**src/logic/motor_cfg.svh**
```systemverilog
// Constants for the motor control unit: message codes, reset values, timing.
// Assumes a single 25 MHz clock; included by its bare name.
`ifndef MOTOR_CFG_SVH
`define MOTOR_CFG_SVH

`define THRESHOLD_RESET      8'h40
`define MSG_SET_THRESHOLD    8'h11
`define MSG_SET_NEUTRAL      8'h12
`define NEUTRAL_DISABLE_BIT  0
`define NEUTRAL_SIM_RESET    1'b1
`define THRESHOLD_BASE_UV    23'd991000
`define THRESHOLD_STEP_UV    15'd13770
`define CLOCK_MHZ            25
`define SETTLE_US            50
`define SETTLE_CYCLES        (`SETTLE_US * `CLOCK_MHZ)
`define SETTLE_WIDTH         11

`endif

```
**src/logic/motor_pkg.sv**
```systemverilog
// Types shared by the motor control unit modules.
// Assumes nothing beyond a SystemVerilog compiler.
package motor_pkg;

	typedef enum logic [1:0] {
		phase_a,
		phase_b,
		phase_c
	} phase_t;

	typedef logic [7:0] code_t;

	// Maps the two select levels onto the sampled phase; both codes with
	// the second select high pick phase C.
	function automatic phase_t select_phase(input logic sel1, input logic sel0);
		phase_t result;
		result = phase_c;
		if (!sel1) begin
			result = sel0 ? phase_b : phase_a;
		end
		return result;
	endfunction

endpackage

```
**src/logic/phase_sense.sv**
```systemverilog
// Back-EMF phase multiplexer and zero-crossing detector.
// Assumes comparator results arrive synchronous to the clock.
`timescale 1ns/1ps
`default_nettype none

module phase_sense (
	input  wire logic          clock,
	input  wire logic          reset,
	input  wire logic          phase_sel0,
	input  wire logic          phase_sel1,
	input  wire logic          neutral_sim_enable,
	input  wire logic [2:0]    above_sim,
	input  wire logic [2:0]    above_ext,
	output motor_pkg::phase_t  sampled_phase,
	output logic               zero_cross_out
);

	motor_pkg::phase_t next_phase;
	logic [2:0]        reference_above;
	logic              next_zero_cross;

	assign next_phase = motor_pkg::select_phase(phase_sel1, phase_sel0);

	// The chosen neutral reference feeds the comparator of each phase.
	assign reference_above = neutral_sim_enable ? above_sim : above_ext;
	assign next_zero_cross = reference_above[next_phase];

	always_ff @(posedge clock or posedge reset) begin
		if (reset) begin
			sampled_phase <= motor_pkg::phase_a;
		end else begin
			sampled_phase <= next_phase;
		end
	end

	always_ff @(posedge clock or posedge reset) begin
		if (reset) begin
			zero_cross_out <= 1'b0;
		end else begin
			zero_cross_out <= next_zero_cross;
		end
	end
endmodule

`default_nettype wire

```
**src/logic/motor_control_unit.sv**
```systemverilog
// Motor control unit: gate drive gating, fault and current-limit output,
// current threshold configuration and back-EMF sensing.
// Assumes the host runs the commutation sequence on the gate inputs and
// sends configuration messages as one-cycle strobes on this clock.
//
// Behaviour
// Host message sets 8-bit threshold code
// Threshold code resets to 40H
// Threshold rises 13.77 mV per code
// Host waits 50 us after threshold write
// Limit output ORs trip with fault
// Current trip never switches drivers off
// Sense amplifier off while chip disabled
// Select lines pick the sampled phase
// Host samples the undriven phase
// Zero-cross output follows back-EMF crossing
// Host commutates 30 degrees after crossing
// Neutral simulator can be switched off
// Chip disabled forces all drivers low
// Host charges bootstrap with low sides
// Host lock drives B low, A/C high
// Host ramps open loop to minimum speed
// Host runs closed loop on crossings
// Host follows disabled to run order
// Step order sets rotation direction
// Each state energizes exactly two windings
// Each driver follows its own input
// Any fault forces all drivers low
// Host never drives both sides together
`include "motor_cfg.svh"
`timescale 1ns/1ps
`default_nettype none

module motor_control_unit (
	input  wire logic          clock,
	input  wire logic          reset,
	input  wire logic          chip_enable,
	input  wire logic          high_gate_a,
	input  wire logic          high_gate_b,
	input  wire logic          high_gate_c,
	input  wire logic          low_gate_a,
	input  wire logic          low_gate_b,
	input  wire logic          low_gate_c,
	input  wire logic          driver_fault_event,
	input  wire logic          current_trip,
	input  wire logic          msg_valid,
	input  wire logic [7:0]    msg_id,
	input  wire logic [7:0]    msg_data,
	input  wire logic          phase_sel0,
	input  wire logic          phase_sel1,
	input  wire logic [2:0]    above_sim,
	input  wire logic [2:0]    above_ext,
	input  wire logic          limit_fault_n_in,
	output logic               high_drive_a,
	output logic               high_drive_b,
	output logic               high_drive_c,
	output logic               low_drive_a,
	output logic               low_drive_b,
	output logic               low_drive_c,
	output logic               limit_fault_n_out,
	output logic               limit_fault_n_oe,
	output logic               sense_amp_enable,
	output motor_pkg::code_t   threshold_code,
	output logic [22:0]        threshold_uv,
	output logic               threshold_settled,
	output logic               neutral_sim_enable,
	output logic               limit_pin_low,
	output motor_pkg::phase_t  sampled_phase,
	output logic               zero_cross_out
);

	logic                      fault_latched;
	logic                      fault_active;
	logic                      drive_allowed;
	logic                      threshold_write;
	logic                      neutral_write;
	logic [`SETTLE_WIDTH-1:0]  settle_count;
	logic [5:0]                gate_in;
	logic [5:0]                next_drive;

	assign gate_in = {high_gate_a, high_gate_b, high_gate_c, low_gate_a, low_gate_b, low_gate_c};
	assign threshold_write = msg_valid && (msg_id == `MSG_SET_THRESHOLD);
	assign neutral_write   = msg_valid && (msg_id == `MSG_SET_NEUTRAL);

	// A driver fault latches until the chip enable is taken low; a new fault
	// in the same cycle wins over the clear.
	always_ff @(posedge clock or posedge reset) begin
		if (reset) begin
			fault_latched <= 1'b0;
		end else if (driver_fault_event) begin
			fault_latched <= 1'b1;
		end else if (!chip_enable) begin
			fault_latched <= 1'b0;
		end
	end

	assign fault_active  = fault_latched || driver_fault_event;
	// The current trip deliberately takes no part in this gating.
	assign drive_allowed = chip_enable && !fault_active;
	assign next_drive    = drive_allowed ? gate_in : 6'h00;

	always_ff @(posedge clock or posedge reset) begin
		if (reset) begin
			high_drive_a <= 1'b0;
			high_drive_b <= 1'b0;
			high_drive_c <= 1'b0;
			low_drive_a  <= 1'b0;
			low_drive_b  <= 1'b0;
			low_drive_c  <= 1'b0;
		end else begin
			high_drive_a <= next_drive[5];
			high_drive_b <= next_drive[4];
			high_drive_c <= next_drive[3];
			low_drive_a  <= next_drive[2];
			low_drive_b  <= next_drive[1];
			low_drive_c  <= next_drive[0];
		end
	end

	// The shared open-drain pin only ever pulls low.
	assign limit_fault_n_out = 1'b0;

	always_ff @(posedge clock or posedge reset) begin
		if (reset) begin
			limit_fault_n_oe <= 1'b0;
		end else begin
			limit_fault_n_oe <= current_trip || fault_active;
		end
	end

	always_ff @(posedge clock or posedge reset) begin
		if (reset) begin
			limit_pin_low <= 1'b0;
		end else begin
			limit_pin_low <= !limit_fault_n_in;
		end
	end

	always_ff @(posedge clock or posedge reset) begin
		if (reset) begin
			sense_amp_enable <= 1'b0;
		end else begin
			sense_amp_enable <= chip_enable;
		end
	end

	always_ff @(posedge clock or posedge reset) begin
		if (reset) begin
			threshold_code <= `THRESHOLD_RESET;
		end else if (threshold_write) begin
			threshold_code <= msg_data;
		end
	end

	// Nominal threshold level in microvolts, linear in the code.
	always_ff @(posedge clock or posedge reset) begin
		if (reset) begin
			threshold_uv <= `THRESHOLD_BASE_UV + 23'(`THRESHOLD_RESET * `THRESHOLD_STEP_UV);
		end else begin
			threshold_uv <= `THRESHOLD_BASE_UV + 23'(threshold_code * `THRESHOLD_STEP_UV);
		end
	end

	// Counts out the reference settling time after each threshold write so
	// the host can see when the new limit is in force.
	always_ff @(posedge clock or posedge reset) begin
		if (reset) begin
			settle_count <= '0;
		end else if (threshold_write) begin
			settle_count <= `SETTLE_WIDTH'(`SETTLE_CYCLES);
		end else if (settle_count != '0) begin
			settle_count <= settle_count - 1'b1;
		end
	end

	assign threshold_settled = (settle_count == '0);

	always_ff @(posedge clock or posedge reset) begin
		if (reset) begin
			neutral_sim_enable <= `NEUTRAL_SIM_RESET;
		end else if (neutral_write) begin
			neutral_sim_enable <= !msg_data[`NEUTRAL_DISABLE_BIT];
		end
	end

	phase_sense sense (
		.clock              (clock),
		.reset              (reset),
		.phase_sel0         (phase_sel0),
		.phase_sel1         (phase_sel1),
		.neutral_sim_enable (neutral_sim_enable),
		.above_sim          (above_sim),
		.above_ext          (above_ext),
		.sampled_phase      (sampled_phase),
		.zero_cross_out     (zero_cross_out)
	);
endmodule

`default_nettype wire

```
**config.mk**
```make
export PLATFORM = sky130hd
export DESIGN_NAME = motor_control_unit
export DESIGN_NICKNAME = d
export VERILOG_FILES = /design/src/logic/motor_pkg.sv /design/src/logic/phase_sense.sv /design/src/logic/motor_control_unit.sv
export VERILOG_INCLUDE_DIRS = /design/src /design/src/logic
export SDC_FILE = /design/constraint.sdc
export NUM_CORES = 1
export LEC_CHECK = 0
export CAP_MARGIN = 20
export CORE_UTILIZATION = 50
export DETAILED_ROUTE_END_ITERATION = 8
export DONT_BUFFER_PORTS = 1
export GPL_TIMING_DRIVEN = 0
export PLACE_DENSITY = 0.68
export RECOVER_POWER = 100
export SYNTH_ARGS = -nofsm -noshare
export SYNTH_HDL_FRONTEND = slang
export SYNTH_SLANG_ARGS = --single-unit
```
**constraint.sdc**
```tcl
create_clock -name clock -period 4.5 [get_ports clock]
set_clock_uncertainty 0.15 [all_clocks]
set_input_delay 0.45 -clock clock [delete_from_list [all_inputs] [get_ports clock]]
set_output_delay 0.45 -clock clock [all_outputs]
set_load 0.01 [all_outputs]
```
==> flow_summary.yaml <==
status:
  status: "finished with violations"
  violations: "max-capacitance violations, max-slew violations, negative setup slack"
synth:
  synth_edf_count: 0
  synth.avg_cell_area_um2: 10.27
  synthCells: 413
  synth-seq-area-share_pct: 32.76
  syn_area_um2: 4243
  synthSimpleGateAreaFrac_pct: 14.27
  synth_ff_type: "dfrtp_1"
  muxShareOfSynthArea_pct: 0.7667
  synth_xor_xnor_area_share_pct: 7.019
  synth_compound_area_share_pct: 10.09
  synth_fa_ha_area_share_pct: 28.66
  yosysWarningCount: 0
  synth_top_family_by_area: "adder cells"
  synth.distinct_cells: 59
  ys_async_sr_fraction_pct: 100.0
  synth_seq_cells: 55
pwr:
  p_sw_share_pct: 45.10
  power_frac_seq_pct: 17.9
  p_leak_nw: 2.271
  p_comb_share_pct: 74.7
  power.switching_mw: 2.044
  power.density_nw_per_um2: 886.3
  peakVddDrop_v: 0.0008561
  pwr-share-clk_pct: 7.4
  cell_internal_pwr_mw: 2.489
hold_path:
  min_to: "limit_pin_low$_DFF_PP0_"
  hold_class: "primary input to register"
  holdPathStages: 1
  min-delay-start: "limit_fault_n_in"
sta:
  finalSetupViolCount: 9
  slew_headroom_pct: -2.509
  final.min_clock_period_ns: 4.853
  grt_setup_unrepaired: "true"
  fmax_mhz: 206.0
  report.final.slew_viol_count: 29
  finalHoldViolCount: 0
  setup_tns_ns: -1.865
  layout_setup_ws_ns: -0.3534
  worstMarginPinSlew_ns: 1.538
  fin_crit_sh_pct: 107.9
critical_path:
  critPathMaxFanout: 7
  path_cells: "fa_1, inv_1, fa_1, inv_1, fa_1, inv_2, fa_1, inv_2, ha_4, nand4_1, a21oi_2, o311a_1, buf_4, o21ai_4, a21oi_1, xnor2_2, o32ai_2, xor2_1"
  crit_path_start_kind: "register"
  r2r_start: "threshold_code[5]$_DFFE_PP0P_"
  path_common_cell: "fa_1"
  r2r_setup_slack_ns: -0.35
  crit_type: "register to register"
  cp-end-kind: "register"
  worstReg2RegEnd: "threshold_uv[21]$_DFF_PP0_"
  r2r_cells: 18
  critPathArrivalTime_ns: 4.94
  critical-path-slowest-cell: "fa_1"
  cp.required_ns: 4.59
  slowest_delay_ns: 0.56
routing:
  drt-total-wl_mm: 8.634
  ant_nets: 0
  num_vias: 2990
  drc_errors: 0
  viasPerCell: 5.436
  post_drt_wl_per_cell_um: 15.70
  dr.pass1.iters: 4
  drt_iter0_markers: 110
finish:
  fin_cells: 550
  fin_nets: 562
  drive_gt1_share_pct: 25.62
  area_growth_pct: 20.55
  num_antenna_cells: 0
clock_network:
  cts.htree.levels: 2
  cts_tree: "built"
  cts.root.buffer_cell: "clkbuf_8"
  cts.sinks: 55
  cts_inserted_buffers: 5
  cts_buffer_depth: 2
  clk_pin_slew_ns: 0.11
  clk_latency_ns: 0.32
placed_design:
  dpl.hpwl_mm: 6.296
  routabilityCongestion: 0.8679
  dp_cells: 520
  port_buffers: 0
die:
  io_pins: 83
  dieWidth_um: 94.12
  die_height_um: 94.12
  start_util_pct: 51.64
  rows: 33
  fp.dieArea_um2: 8858
  core_um2: 8217
run:
  cap_violations: 1
global_route:
  grt_overflow: 0
  grt_max_degree: 29
  track_usage_pct: 20.77
  grt_pass1_vias: 2962
  antenna_found_initial: 0
  grt_pass1_wl_mm: 14.29
## how the worst max path moves through the flow
stage,start,to,cells after the start
detailed placement,threshold_code[7]$_DFFE_PP0P_,threshold_uv[21]$_DFF_PP0_,18
floorplan,threshold_code[7]$_DFFE_PP0P_,threshold_uv[21]$_DFF_PP0_,17
finish,threshold_code[5]$_DFFE_PP0P_,threshold_uv[21]$_DFF_PP0_,18
global route,threshold_code[5]$_DFFE_PP0P_,threshold_uv[21]$_DFF_PP0_,18
CTS,threshold_code[5]$_DFFE_PP0P_,threshold_uv[21]$_DFF_PP0_,17
global placement,threshold_code[7]$_DFFE_PP0P_,threshold_uv[21]$_DFF_PP0_,18
## area by class of cell
cell class	count	area (um^2)
Fill cell	655	3102
Multi-Input combinational cell	294	3018
Sequential cell	55	1400
Inverter	58	220.2
Timing Repair Buffer	24	195.2
Tap cell	105	131.4
Clock buffer	6	72.57
Buffer	6	40.04
Clock inverter	2	37.54
## worst max-delay path: cells and delay by family (launching register included)
kind            cells  cell delay, ns
fa+ha+maj           5            2.25
compound gates      5            1.01
flops               1            0.53
xor+xnor            2            0.36
buf+inv             5            0.35
simple gates        1            0.12
## power by group through the flow
stage	logic [mW]	clock network (mW)	registers [mW]
final	3.39	0.336	0.809
after global routing	3.70	0.372	0.824
after CTS	2.76	0.346	0.817
after detailed placement	2.25	0	0.821
after global placement	2.22	0	0.823
after floorplan	1.91	0	0.798
## metrics by stage
step	hold slack (ns)	cell area (um^2)	power (mW)	setup WS [ns]	utilization [%]
2_1_floorplan	0.2963	4318	2.709	-0.06559	-
3_3_place_gp	0.3138	4449	3.045	-0.4362	54.15
3_5_place_dp	0.2837	4469	3.076	-0.4704	54.39
4_1_cts	0.007676	4885	3.928	-0.3819	59.45
5_1_grt	0.006619	5115	4.894	-0.4837	62.25
6_report	0.02292	5115	4.533	-0.3534	62.25
## registers in the layout, indices dropped and copies added, names as in the netlist
signal,count
sense.sampled_phase,2
limit_fault_n_oe,1
high_drive_a,1
high_drive_b,1
limit_pin_low,1
sense.zero_cross_out,1
settle_count,11
threshold_code,8
neutral_sim_enable,1
fault_latched,1
low_drive_b,1
high_drive_c,1
low_drive_a,1
threshold_uv,22
low_drive_c,1
sense_amp_enable,1
## layout by cell type, fill, tap and decap left out, types with 3 or more instances in the layout
cell type and instances:
nor3_2 3, fa_1 27, dlygate4sd3_1 3, o21ai_0 12, nor2_2 3, inv_1 50, clkbuf_8 5, dfstp_2 5
o21ai_4 3, nor3b_4 3, a21oi_1 11, o31ai_1 3, nor2_1 21, and2_0 6, buf_4 19, nor4_4 3
buf_6 4, nand2b_1 6, dfrtp_1 39, ha_4 9, ha_1 44, nor3b_1 3, a21oi_2 3, nor4_1 3
o21a_1 3, xnor2_1 13, xnor2_2 8, dfrtp_2 5, o21ai_1 3, inv_2 7, xor2_1 13, clkbuf_1 3
nand2_1 26, or3_1 6, dfstp_1 5, nor3_1 6
## synth_stat cells (2+ instances only)
library cell / n / share of area (%)
a211oi_1: 3 / 0.53
a21o_1: 2 / 0.35
a21oi_1: 14 / 1.7
a31oi_1: 4 / 0.59
and2_1: 8 / 1.2
and3_1: 2 / 0.29
buf_4: 2 / 0.35
buf_6: 2 / 0.53
dfrtp_1: 44 / 26
dfstp_2: 11 / 6.8
fa_1: 27 / 13
ha_1: 54 / 16
inv_1: 58 / 5.1
nand2_1: 28 / 2.5
nand2b_1: 6 / 0.88
nand3_1: 2 / 0.24
nand3b_1: 2 / 0.35
nor2_1: 24 / 2.1
nor2_2: 2 / 0.29
nor2b_1: 2 / 0.29
nor3_1: 8 / 0.94
nor3b_1: 3 / 0.53
nor3b_2: 3 / 0.88
nor4_1: 7 / 1.0
o211ai_1: 2 / 0.35
o21a_1: 3 / 0.53
o21ai_0: 15 / 1.8
o21ai_1: 3 / 0.35
o22ai_1: 2 / 0.29
o31ai_1: 3 / 0.53
or2_2: 2 / 0.29
or3_1: 6 / 0.88
xnor2_1: 21 / 4.3
xor2_1: 13 / 2.7
## per-layer routing
metal	global-route usage (%)	vias up	routed length, um
met5	0	-	0
met4	3.077	0	55
li1	-	1450	-
met1	28.12	1454	3813
met3	4.288	5	494
met2	34.85	81	4271
## cell families after synthesis
group,Yosys count
other,1
AOI/OAI and AO/OA,63
xor gates and xnor gates,34
and+or+nand+nor,112
muxes,2
DFF,55
buffers and inverters,65
adders and majority gates,81
## repair_timing
action / in CTS / in global routing
endpoints found under the hold margin: 21 / 2
hold buffers: 1 / 2
setup endpoints to repair: 10 / 12
pin swaps: 17 / 22
resized for setup: 36 / 36
setup buffers: 13 / 9
Power figures use the tool's default switching activity.
